--- config.mk ---
export PLATFORM = sky130hd
export DESIGN_NAME = lpc_regs
export DESIGN_NICKNAME = d
export VERILOG_FILES = /design/src/rtl/lpc_pkg.sv /design/src/rtl/lpc_crc8.sv /design/src/rtl/lpc_regs.sv
export SDC_FILE = /design/constraint.sdc
export NUM_CORES = 1
export LEC_CHECK = 0
export BUFFER_PORTS_ARGS = -buffer_cell sky130_fd_sc_hd__buf_2
export CELL_PAD_IN_SITES_DETAIL_PLACEMENT = 0
export CELL_PAD_IN_SITES_GLOBAL_PLACEMENT = 1
export CORE_MARGIN = 4
export CORE_UTILIZATION = 35
export CTS_CLUSTER_DIAMETER = 50
export DETAILED_ROUTE_END_ITERATION = 8
export PLACE_DENSITY_LB_ADDON = 0.1
export SYNTH_ARGS = -nofsm -noshare
export SYNTH_HDL_FRONTEND = slang
export SYNTH_SLANG_ARGS = --single-unit
--- constraint.sdc ---
create_clock -name aclk -period 2 [get_ports aclk]
set_input_delay 0 -clock aclk [delete_from_list [all_inputs] [get_ports aclk]]
set_output_delay 0 -clock aclk [all_outputs]
set_load 0.02 [all_outputs]
--- src/rtl/lpc_pkg.sv ---
// lpc_pkg: register map, field layout, reset values and types of the
// link partner capability register bank.
// assumes: an AXI4-Lite master with 32-bit data and one register per word.
`default_nettype none

package lpc_pkg;

    localparam int unsigned ADDR_W = 8;
    localparam int unsigned DATA_W = 32;

    // register indices; byte address is four times the index
    localparam logic [5:0] IDX_DATAPATH_CONTROL_ONE = 6'h33;
    localparam logic [5:0] IDX_RESERVED_BLOCK_A = 6'h34;
    localparam logic [5:0] IDX_PARTNER_CAPABILITIES_ONE = 6'h35;
    localparam logic [5:0] IDX_RESERVED_BLOCK_B = 6'h36;
    localparam logic [5:0] IDX_REMOTE_DESER_IDENTIFIER = 6'h37;
    localparam logic [5:0] IDX_RESERVED_BLOCK_C = 6'h38;

    // slots inside the bank, counted from the first index
    localparam logic [2:0] SLOT_DP = 3'h0;
    localparam logic [2:0] SLOT_RSVD_A = 3'h1;
    localparam logic [2:0] SLOT_CAPS = 3'h2;
    localparam logic [2:0] SLOT_RSVD_B = 3'h3;
    localparam logic [2:0] SLOT_IDENT = 3'h4;
    localparam logic [2:0] SLOT_RSVD_C = 3'h5;
    localparam logic [2:0] SLOT_NONE = 3'h7;

    // field positions
    localparam int unsigned DP_CSUM_BIT = 2;
    localparam int unsigned DP_GPIO_LSB = 0;
    localparam int unsigned CAP_HOLD_BIT = 7;
    localparam int unsigned CAP_SELFTEST_BIT = 5;
    localparam int unsigned CAP_MULTIPORT_BIT = 4;
    localparam int unsigned CAP_PORT_LSB = 0;
    localparam int unsigned ID_LSB = 1;
    localparam int unsigned ID_HOLD_BIT = 0;

    // reset values
    localparam logic [7:0] DP_CTRL_RST = 8'h00;
    localparam logic [7:0] CAPS_RST = 8'h00;
    localparam logic [7:0] RSVD_RST = 8'h00;
    localparam logic [6:0] IDENT_RST_DEFAULT = 7'h2a; // arbitrary value
    localparam logic ID_HOLD_RST = 1'b0;

    // control sequence checksum
    localparam logic [2:0] SEQ_LAST_BYTE = 3'h7;
    localparam logic [7:0] CRC_POLY_DEFAULT = 8'h07;
    localparam logic [7:0] CRC_INIT = 8'h00;

    localparam logic [1:0] RESP_OKAY = 2'h0;
    localparam logic [1:0] RESP_SLVERR = 2'h2;

    typedef enum logic {
        LPC_TX_PASS,
        LPC_TX_CRC
    } lpc_tx_state_t;

endpackage : lpc_pkg

`default_nettype wire

--- src/rtl/lpc_crc8.sv ---
// lpc_crc8: byte-wide CRC-8 accumulator, msb first.
// assumes: clear and enable come from logic on the same clock.
`default_nettype none

module lpc_crc8 #(
    parameter logic [7:0] POLY = lpc_pkg::CRC_POLY_DEFAULT
) (
    input wire logic aclk,
    input wire logic aresetn,
    input wire logic clear,
    input wire logic enable,
    input wire logic [7:0] data_in,
    output logic [7:0] crc_out
);
    import lpc_pkg::*;

    function automatic logic [7:0] lpc_crc_step(input logic [7:0] crc, input logic [7:0] d);
        logic [7:0] c;
        c = crc ^ d;
        for (int i = 0; i < 8; i++) begin
            c = c[7] ? ((c << 1) ^ POLY) : (c << 1);
        end
        return c;
    endfunction : lpc_crc_step

    // clear wins so a finished sequence never leaks into the next one
    always_ff @(posedge aclk) begin
        if (!aresetn) begin
            crc_out <= CRC_INIT;
        end else if (clear) begin
            crc_out <= CRC_INIT;
        end else if (enable) begin
            crc_out <= lpc_crc_step(crc_out, data_in);
        end
    end

endmodule : lpc_crc8

`default_nettype wire

--- src/rtl/lpc_regs.sv ---
// lpc_regs: link partner capability and datapath control registers with
// control sequence checksum insertion, behind an AXI4-Lite slave.
// assumes: control channel inputs are on aclk; link detect is a raw pin.
//
// Local design decision: the AXI4-Lite slave port.
`default_nettype none

// Operation
// - checksum enable set appends a CRC byte to every control sequence.
// - CRC covers the first eight bytes and goes out as byte nine.
// - gpio count field enables none, one, two or four forward GPIOs.
// - capability hold bit blocks auto-load and keeps software values.
// - self-test request bit shows the partner asks for link self-test.
// - multiport flag is 0 for single-port and 1 for multi-port partner.
// - port index holds the partner port this serializer connects to.
// - control channel loads self-test, multiport and port after link detect.
// - remote deserializer identifier is loaded from the remote side.
// - identifier hold bit stops loading and keeps the software value.
module lpc_regs #(
    parameter logic [6:0] IDENT_RESET = lpc_pkg::IDENT_RST_DEFAULT,
    parameter logic [7:0] CRC_POLY = lpc_pkg::CRC_POLY_DEFAULT
) (
    input wire logic aclk,
    input wire logic aresetn,
    input wire logic awvalid,
    output logic awready,
    input wire logic [lpc_pkg::ADDR_W-1:0] awaddr,
    input wire logic [2:0] awprot,
    input wire logic wvalid,
    output logic wready,
    input wire logic [lpc_pkg::DATA_W-1:0] wdata,
    input wire logic [3:0] wstrb,
    output logic bvalid,
    input wire logic bready,
    output logic [1:0] bresp,
    input wire logic arvalid,
    output logic arready,
    input wire logic [lpc_pkg::ADDR_W-1:0] araddr,
    input wire logic [2:0] arprot,
    output logic rvalid,
    input wire logic rready,
    output logic [lpc_pkg::DATA_W-1:0] rdata,
    output logic [1:0] rresp,
    input wire logic bc_link_detect,
    input wire logic cc_caps_valid,
    input wire logic cc_selftest,
    input wire logic cc_multiport,
    input wire logic [3:0] cc_port_index,
    input wire logic cc_ident_valid,
    input wire logic [6:0] cc_ident,
    input wire logic seq_valid,
    output logic seq_ready,
    input wire logic [7:0] seq_byte,
    output logic tx_valid,
    input wire logic tx_ready,
    output logic [7:0] tx_byte,
    output logic [3:0] fwd_gpio_lane_en,
    output logic link_up,
    output logic partner_selftest_request,
    output logic partner_multiport_flag,
    output logic [3:0] partner_port_index,
    output logic [6:0] remote_deser_identifier
);
    import lpc_pkg::*;

    function automatic logic [2:0] lpc_slot(input logic [ADDR_W-1:0] a);
        logic [5:0] idx;
        idx = a[ADDR_W-1:2];
        if (a[1:0] != 2'h0 || idx < IDX_DATAPATH_CONTROL_ONE || idx > IDX_RESERVED_BLOCK_C) begin
            return SLOT_NONE;
        end
        return 3'(idx - IDX_DATAPATH_CONTROL_ONE);
    endfunction : lpc_slot

    function automatic logic [3:0] lpc_gpio_lanes(input logic [1:0] sel);
        case (sel)
            2'h0: return 4'h0;
            2'h1: return 4'h1;
            2'h2: return 4'h3;
            default: return 4'hf;
        endcase
    endfunction : lpc_gpio_lanes

    logic [7:0] dp_ctrl_reg;
    logic [7:0] rsvd_a_reg;
    logic [7:0] caps_reg;
    logic [7:0] rsvd_b_reg;
    logic [6:0] ident_reg;
    logic ident_hold_reg;
    logic [7:0] rsvd_c_reg;
    logic aw_held_reg;
    logic w_held_reg;
    logic [ADDR_W-1:0] awaddr_reg;
    logic [7:0] wbyte_reg;
    logic wstrb0_reg;
    logic bvalid_reg;
    logic [1:0] bresp_reg;
    logic rvalid_reg;
    logic [DATA_W-1:0] rdata_reg;
    logic [1:0] rresp_reg;
    logic [2:0] link_sync_reg;
    logic link_up_reg;
    lpc_tx_state_t tx_state_reg;
    logic [2:0] byte_cnt_reg;
    logic tx_valid_reg;
    logic [7:0] tx_byte_reg;
    logic [3:0] gpio_lane_reg;
    logic [7:0] crc_val;
    logic wr_fire;
    logic [2:0] wr_slot;
    logic wr_en;
    logic caps_load;
    logic ident_load;
    logic slot_free;
    logic seq_take;
    logic seq_end;
    logic crc_emit;
    logic [7:0] rd_byte;
    logic [2:0] rd_slot;

    // axi4-lite slave
    assign awready = !aw_held_reg;
    assign wready = !w_held_reg;
    assign arready = !rvalid_reg;
    assign bvalid = bvalid_reg;
    assign bresp = bresp_reg;
    assign rvalid = rvalid_reg;
    assign rdata = rdata_reg;
    assign rresp = rresp_reg;

    assign wr_fire = aw_held_reg && w_held_reg && !bvalid_reg;
    assign wr_slot = lpc_slot(awaddr_reg);
    assign wr_en = wr_fire && wstrb0_reg;

    always_ff @(posedge aclk) begin
        if (!aresetn) begin
            aw_held_reg <= 1'b0;
            awaddr_reg <= '0;
        end else if (awvalid && !aw_held_reg) begin
            aw_held_reg <= 1'b1;
            awaddr_reg <= awaddr;
        end else if (wr_fire) begin
            aw_held_reg <= 1'b0;
        end
    end

    always_ff @(posedge aclk) begin
        if (!aresetn) begin
            w_held_reg <= 1'b0;
            wbyte_reg <= 8'h00;
            wstrb0_reg <= 1'b0;
        end else if (wvalid && !w_held_reg) begin
            w_held_reg <= 1'b1;
            wbyte_reg <= wdata[7:0];
            wstrb0_reg <= wstrb[0];
        end else if (wr_fire) begin
            w_held_reg <= 1'b0;
        end
    end

    always_ff @(posedge aclk) begin
        if (!aresetn) begin
            bvalid_reg <= 1'b0;
            bresp_reg <= RESP_OKAY;
        end else if (wr_fire) begin
            bvalid_reg <= 1'b1;
            bresp_reg <= (wr_slot == SLOT_NONE) ? RESP_SLVERR : RESP_OKAY;
        end else if (bready) begin
            bvalid_reg <= 1'b0;
        end
    end

    assign rd_slot = lpc_slot(araddr);

    always_comb begin
        case (rd_slot)
            SLOT_DP: rd_byte = dp_ctrl_reg;
            SLOT_RSVD_A: rd_byte = rsvd_a_reg;
            SLOT_CAPS: rd_byte = caps_reg;
            SLOT_RSVD_B: rd_byte = rsvd_b_reg;
            SLOT_IDENT: rd_byte = {ident_reg, ident_hold_reg};
            SLOT_RSVD_C: rd_byte = rsvd_c_reg;
            default: rd_byte = 8'h00;
        endcase
    end

    always_ff @(posedge aclk) begin
        if (!aresetn) begin
            rvalid_reg <= 1'b0;
            rdata_reg <= '0;
            rresp_reg <= RESP_OKAY;
        end else if (arvalid && !rvalid_reg) begin
            rvalid_reg <= 1'b1;
            rdata_reg <= {24'h000000, rd_byte};
            rresp_reg <= (rd_slot == SLOT_NONE) ? RESP_SLVERR : RESP_OKAY;
        end else if (rready) begin
            rvalid_reg <= 1'b0;
        end
    end

    // plain software registers
    always_ff @(posedge aclk) begin
        if (!aresetn) begin
            dp_ctrl_reg <= DP_CTRL_RST;
            rsvd_a_reg <= RSVD_RST;
            rsvd_b_reg <= RSVD_RST;
            rsvd_c_reg <= RSVD_RST;
        end else if (wr_en) begin
            if (wr_slot == SLOT_DP) begin
                dp_ctrl_reg <= wbyte_reg;
            end
            if (wr_slot == SLOT_RSVD_A) begin
                rsvd_a_reg <= wbyte_reg;
            end
            if (wr_slot == SLOT_RSVD_B) begin
                rsvd_b_reg <= wbyte_reg;
            end
            if (wr_slot == SLOT_RSVD_C) begin
                rsvd_c_reg <= wbyte_reg;
            end
        end
    end

    always_ff @(posedge aclk) begin
        if (!aresetn) begin
            gpio_lane_reg <= 4'h0;
        end else begin
            gpio_lane_reg <= lpc_gpio_lanes(dp_ctrl_reg[DP_GPIO_LSB +: 2]);
        end
    end
    assign fwd_gpio_lane_en = gpio_lane_reg;

    // back-channel link detect
    // three stages; level moves only once stages two and three agree
    always_ff @(posedge aclk) begin
        if (!aresetn) begin
            link_sync_reg <= 3'h0;
            link_up_reg <= 1'b0;
        end else begin
            link_sync_reg <= {link_sync_reg[1:0], bc_link_detect};
            if (link_sync_reg[1] == link_sync_reg[2]) begin
                link_up_reg <= link_sync_reg[2];
            end
        end
    end
    assign link_up = link_up_reg;

    // partner capabilities and identifier
    assign caps_load = cc_caps_valid && link_up_reg && !caps_reg[CAP_HOLD_BIT];
    assign ident_load = cc_ident_valid && link_up_reg && !ident_hold_reg;

    // an auto-load in the same cycle as a software write wins over it
    always_ff @(posedge aclk) begin
        if (!aresetn) begin
            caps_reg <= CAPS_RST;
        end else begin
            if (wr_en && wr_slot == SLOT_CAPS) begin
                caps_reg <= wbyte_reg;
            end
            if (caps_load) begin
                caps_reg[CAP_SELFTEST_BIT] <= cc_selftest;
                caps_reg[CAP_MULTIPORT_BIT] <= cc_multiport;
                caps_reg[CAP_PORT_LSB +: 4] <= cc_port_index;
            end
        end
    end

    always_ff @(posedge aclk) begin
        if (!aresetn) begin
            ident_reg <= IDENT_RESET;
            ident_hold_reg <= ID_HOLD_RST;
        end else begin
            if (wr_en && wr_slot == SLOT_IDENT) begin
                ident_reg <= wbyte_reg[ID_LSB +: 7];
                ident_hold_reg <= wbyte_reg[ID_HOLD_BIT];
            end
            if (ident_load) begin
                ident_reg <= cc_ident;
            end
        end
    end

    assign partner_selftest_request = caps_reg[CAP_SELFTEST_BIT];
    assign partner_multiport_flag = caps_reg[CAP_MULTIPORT_BIT];
    assign partner_port_index = caps_reg[CAP_PORT_LSB +: 4];
    assign remote_deser_identifier = ident_reg;

    // control sequence checksum insertion
    assign slot_free = !tx_valid_reg || tx_ready;
    assign seq_ready = (tx_state_reg == LPC_TX_PASS) && slot_free;
    assign seq_take = seq_valid && seq_ready;
    assign seq_end = seq_take && (byte_cnt_reg == SEQ_LAST_BYTE);
    assign crc_emit = (tx_state_reg == LPC_TX_CRC) && slot_free;

    lpc_crc8 #(
        .POLY(CRC_POLY)
    ) u_crc (
        .aclk(aclk),
        .aresetn(aresetn),
        .clear(crc_emit || (seq_end && !dp_ctrl_reg[DP_CSUM_BIT])),
        .enable(seq_take),
        .data_in(seq_byte),
        .crc_out(crc_val)
    );

    always_ff @(posedge aclk) begin
        if (!aresetn) begin
            tx_state_reg <= LPC_TX_PASS;
            byte_cnt_reg <= 3'h0;
        end else begin
            case (tx_state_reg)
                LPC_TX_PASS: begin
                    if (seq_take) begin
                        byte_cnt_reg <= byte_cnt_reg + 3'h1;
                    end
                    if (seq_end && dp_ctrl_reg[DP_CSUM_BIT]) begin
                        tx_state_reg <= LPC_TX_CRC;
                    end
                end
                LPC_TX_CRC: begin
                    if (crc_emit) begin
                        tx_state_reg <= LPC_TX_PASS;
                    end
                end
                default: tx_state_reg <= LPC_TX_PASS;
            endcase
        end
    end

    always_ff @(posedge aclk) begin
        if (!aresetn) begin
            tx_valid_reg <= 1'b0;
            tx_byte_reg <= 8'h00;
        end else if (seq_take) begin
            tx_valid_reg <= 1'b1;
            tx_byte_reg <= seq_byte;
        end else if (crc_emit) begin
            tx_valid_reg <= 1'b1;
            tx_byte_reg <= crc_val;
        end else if (tx_ready) begin
            tx_valid_reg <= 1'b0;
        end
    end
    assign tx_valid = tx_valid_reg;
    assign tx_byte = tx_byte_reg;
endmodule : lpc_regs

`default_nettype wire
==> After elaboration in Yosys (flattened, before gate mapping) <==
Cells that the tools add are included.
W data, S select, Z words.
{ "op_classes": {"n_addsub": 3, "magnitude_cmp": 4, "eq_ne": 16, "muxes": 37, "bitwise": 11, "n_reduce_logical": 51} }
{ "op_table": {"columns": ["op", "count"], "rows": [
  ["$pmux W8 S6", 1],
  ["$mux W3", 12],
  ["$not A3 Y3", 8],
  ["$eq A3 B3 Y1 const B", 7],
  ["$logic_and A1 B1 Y1", 18],
  ["$reduce_bool A2 Y1", 9],
  ["$mux W8", 2],
  ["$mux W1", 14],
  ["$mux W7", 2],
  ["$eq A3 B2 Y1 const B", 4],
  ["$gt A6 B6 Y1 const B", 2],
  ["$lt A6 B6 Y1 const B", 2],
  ["$mux W6", 2],
  ["$pmux W4 S3", 1],
  ["$reduce_and A2 Y1", 5],
  ["$logic_not A1 Y1", 8],
  ["$xor A8 B8 Y8", 1],
  ["$eq A3 B1 Y1 const B", 2],
  ["$logic_not A3 Y1", 2],
  ["$logic_or A1 B1 Y1", 6],
  ["$sub A3 B2 Y3 const B", 2],
  ["$mux W2", 2],
  ["$add A3 B1 Y3 const B", 1],
  ["$reduce_bool A3 Y1", 1],
  ["other kinds (7)", 8]
]} }
{ "totals": {"register_bits": 110, "input_bits": 91, "out_inout_bits": 69} }

==> Longest topological paths before layout <==
{ "depth": {"ltp_word": 17, "depth_mapped": 8} }

==> Modules after synthesis <==
Synthesis repeated with hierarchy kept, for this count alone.
{ "unflattened": {"cells_unflattened": 572, "area_unflattened_um2": 5263.8} }
{ "by_module_without_submodules": {"columns": ["mod", "n_inst", "cells_per_inst", "area_each_um2", "seq_area_each_um2"], "rows": [
  ["lpc_regs", 1, 518, 4674.5, 1981.9],
  ["lpc_crc8", 1, 54, 589.3, 160.2]
]} }

==> Worst setup path after synthesis <==
Ideal clock, no wire load.
{ "synth_timing": {"path_kind": "reg2reg", "startpoint": "reg awaddr_reg[2]", "endpoint": "reg rsvd_a_reg[0]", "setup_time_ps": 116, "arrival_ps": 1948, "required_ps": 1884, "setup_slack_ps": -64, "path_stages_with_launch": 7, "path_buffers": 0, "cell_sequence": "dfxtp_1 > inv_1 > ha_1 > or3_4 > nor4_4 > mux2i_1 > nor2b_1"} }
{ "synth_between": {"elab_chain_cells": 7, "word_cells_on_any_way": 9, "classes_between": "add/sub (1); order compare (2); eq/ne (1); mux (2); reduce/logical (3)"} }
{ "synth_lines": {"columns": ["element", "line", "text"], "rows": [
  ["start: declaration", "lpc_regs.sv:93", "logic [ADDR_W-1:0] awaddr_reg;"],
  ["start signal: assignment", "lpc_regs.sv:141", "awaddr_reg <= awaddr;"],
  ["$lt A6 B6 Y1", "lpc_regs.sv:69", "if (a[1:0] != 2'h0 || idx < IDX_DATAPATH_CONTROL_ONE || idx > IDX_RESERVED_BLOCK_C) begin"],
  ["$logic_or A1 B1 Y1 (2 in a row)", "lpc_regs.sv:69", null],
  ["$mux W1", "lpc_regs.sv:69", null],
  ["$mux W3 *", "lpc_regs.sv:72", "return 3'(idx - IDX_DATAPATH_CONTROL_ONE);"],
  ["$eq A3 B1 Y1 *", "lpc_regs.sv:212", "if (wr_slot == SLOT_RSVD_A) begin"],
  ["$reduce_and A2 Y1 (no source line) *", null, null],
  ["end signal: assignment", "lpc_regs.sv:213", "rsvd_a_reg <= wbyte_reg;"],
  ["end: declaration", "lpc_regs.sv:85", "logic [7:0] rsvd_a_reg;"]
]} }
Mark *: on every way between the ends. The rest lies on a longest branch, timed or not.
A chain may end at the register's enable or synchronous reset.

==> Worst setup path after layout <==
{ "layout_timing": {"startpoint": "reg awaddr_reg[2]", "endpoint": "reg rsvd_c_reg[0]"} }
{ "layout_between": {"elab_chain_cells": 7, "word_cells_on_any_way": 9, "classes_between": "add/sub (1); order compare (2); eq/ne (1); mux (2); reduce/logical (3)"} }
{ "layout_lines": {"columns": ["element", "line", "text"], "rows": [
  ["$lt A6 B6 Y1", "lpc_regs.sv:69", null],
  ["$logic_or A1 B1 Y1 (2 in a row)", "lpc_regs.sv:69", null],
  ["$mux W1", "lpc_regs.sv:69", null],
  ["$mux W3 *", "lpc_regs.sv:72", null],
  ["$eq A3 B3 Y1 *", "lpc_regs.sv:218", "if (wr_slot == SLOT_RSVD_C) begin"],
  ["$reduce_and A2 Y1 (no source line) *", null, null],
  ["end signal: assignment", "lpc_regs.sv:219", "rsvd_c_reg <= wbyte_reg;"],
  ["end: declaration", "lpc_regs.sv:90", "logic [7:0] rsvd_c_reg;"]
]} }
Marked as above.

==> run summary <==
worst path required time = 2.25 ns
clock tree buffer depth = 2
worst r2r src = awaddr_reg[2]$_SDFFE_PN0P_
Syn Inst Count = 546
CP arrival = 2.11 ns
crit-path max cell delay = 0.39 ns
Final setup violation count = 0
antenna violations before repair = 0
vias per cell = 4.77
switch share = 26.3%
Worst-path clk slew = 0.07 ns
critical path's top delay family = simple AND/OR/NAND/NOR gates
Post-synth top cells = 107 x dfxtp_1, 61 x nand2_1, 56 x mux2i_1
hpwl dp = 9800 um
area of the multi-input gates = 2830 um2
top-count cell post-synth = dfxtp_1
Comb pwr share = 17.4%
Slew Viols, Final = 0
Nets = 789
Max Used Layer = met4
# IOs = 160
fill count = 1416
met2 WL = 6530 um
cell internal pwr = 0.00375 W
Synth Area per Inst = 9.57 um2
number of routed nets with antenna violations = 0
Port Buffers = 100
Final period util = 93.3%
synth top area cells = dfxtp_1 41%, mux2i_1 11%, nor2b_1 5.9%, buf_4 4.7%, nand2_1 4.4%
global route total overflow = 0
Post-Route Utilization = 45.9%
PD cells = 762 nW/um2
status = complete, no violations
ys async rst share = 0%
crit-path cells = inv_1 > ha_4 > or3_4 > nor4b_2 > buf_4 > mux2i_1 > nor2b_1
worst-path maximum fanout = 8
peak supply drop = 508 uV
Worst Setup SP = awaddr_reg[2]$_SDFFE_PN0P_
Final Instance Count excl. Fillers = 881
Leakage Power = 2.62 nW
Placed Cells = 821
Worst Hold Launch = seq_byte[6]
Tot Pwr = 0.00510 W
register area = 2140 um2
Synth Cell Area = 5220 um2
n_diodes = 0
Die ar. = 16900 um2
flops & latches, synth = 107
Seq pwr share = 45.7%
Skew-Pair Late Insertion Delay = 0.35 ns
clk sinks = 107
Total Routing Usage GR = 16.5%
drt first pass iters = 4
DIE HEIGHT = 130 um
DR WL/cell = 15.4 um
global-route wire length before repair = 21600 um
via count = 4206
ys flop type = dfxtp_1
largest area contributor in the synthesized netlist = dfxtp_1
Initial Util = 35.8%
met3 wire len = 633 um
Root Driver = clkbuf_16
total wire length = 13600 um
RSZ-0062 raised after global routing = no
HP Class = in2reg
Netlist cell types = 51
Buf+Inv Stages, Crit Path = 2
Layout Skew = 0.00664 ns
slowest CP cell = or3_4
share of layout cells above drive strength 1 = 22.8%
min Tclk post-route = 1.87 ns
P&R area growth vs syn = 28.1%
CTS tree = done
vias in the first global route = 4144
chip width = 130 um
sequential fraction of the synthesis area = 41.0%
WS Path Type = reg2reg
post-synth top area share = 41.0%
DRC errors left = 0
Met1 Wirelength = 6280 um
relative slew slack = 62.1%
sw power = 0.00134 W
setup_tns = 0 ns
num rows = 44
Iter 0 DRT Violations = 153
H-tree Lvls = 3
Inserted Clock Buffers = 9
fmax = 536 MHz
gpl congestion = 0.761
Core Area = 14600 um2
Post-synth EDFFs = 0
largest net degree at the start of global routing = 31
Least-Margin Pin Slew = 0.566 ns
max_cap viols = 0
startpoint types = register
Clk pwr share = 36.9%
Ys Warns = 0
Fin. Hold Viols = 0
Setup crit end kind = register
## worst reg2reg max path: cells and delay by family, from the launching register on
family	cells	cell delay, ns
adders and majority gates	1	0.25
and+or+nand+nor	3	0.67
buffers and inverters	2	0.31
muxes	1	0.21
DFF	1	0.34
## repair_timing
action / CTS / global route
setup buffers: 1 / 0
endpoints found under the setup margin: 2 / 37
gates resized for setup: 0 / 4
hold buffers: 43 / 0
pin swaps: 1 / 1
cloned: 0 / 0
hold endpoints to repair: 42 / 0
## final cells by class
class / instances / area share, %
Multi-Input combinational cell: 401 / 42.3
Sequential cell: 107 / 32.0
Timing Repair Buffer: 165 / 17.1
Clock buffer: 11 / 3.48
Tap cell: 184 / 3.44
Clock inverter: 5 / 1.16
Inverter: 8 / 0.449
## power by group through the flow
stage | clock [W] | combinational, W | sequential (W)
2_1_floorplan | 0 | 0.000613 | 0.00239
3_3_place_gp | 0 | 0.000815 | 0.00238
3_5_place_dp | 0 | 0.000821 | 0.00238
4_1_cts | 0.00197 | 0.000894 | 0.00233
5_1_grt | 0.00204 | 0.000983 | 0.00234
6_report | 0.00188 | 0.000888 | 0.00233
## per-layer routing
| layer | vias to the layer above | global-route usage, % |
|---|---|---|
| li1 | 2123 | - |
| met1 | 1962 | 21.9 |
| met2 | 110 | 27.3 |
| met3 | 11 | 3.77 |
| met4 | 0 | 4.10 |
| met5 | - | 0 |
## cell usage in the layout (no fill, tap or decap), types with 2 or more instances in the layout
master,count
and2b_1,2
ha_1,4
nand3_1,3
buf_4,18
xnor2_1,17
and2_1,8
nand3b_1,4
nor3_1,5
nor4_4,4
xor2_1,5
clkbuf_1,2
o21ai_0,27
or3_1,3
mux2i_1,56
bufinv_16,2
dlygate4sd3_1,43
clkbuf_16,9
nor2b_1,49
buf_2,100
buf_12,4
a211oi_1,6
conb_1,26
nor2_1,23
mux4_2,7
nand2_1,61
a31oi_1,10
nand2b_1,6
dfxtp_1,106
clkinv_2,2
a22oi_1,16
inv_1,8
a21oi_1,11
a21boi_0,21
and3_1,3
nor4b_2,2
## metrics by stage
stage               hold WS (ns)  setup slack [ns]  cell area [um2]
finish                    0.0218             0.133             6690
CTS                       0.0129            0.0156             6680
floorplan                  0.109           0.00913             5320
global route              0.0597           0.00386             6690
detailed placement         0.198            0.0135             5930
global placement           0.197            0.0478             5930
## cells by family after synthesis
group	after synthesis	synth area share [%]
xor gates and xnor gates	23	4.12
DFF	107	41.0
buffers and inverters	63	7.09
muxes	63	13.8
AOI/OAI and AO/OA	102	13.0
adders and majority gates	6	1.44
other	1	0.0718
and+or+nand+nor	181	19.5
## path summary, 6_finish.rpt
| path | cells past startpoint | slack (ns) | endpoint |
|---|---|---|---|
| hold / removal | 3 | 0.02 | tx_byte[6]$_SDFFE_PN0P_ |
| setup / recovery | 7 | 0.13 | rsvd_c_reg[0]$_SDFFE_PN0P_ |
| hold reg to reg | 1 | 0.44 | link_sync_reg[1]$_SDFF_PN0_ |
| setup reg to reg | 7 | 0.13 | rsvd_c_reg[0]$_SDFFE_PN0P_ |
Note: power is estimated with default switching activity, not from simulation.
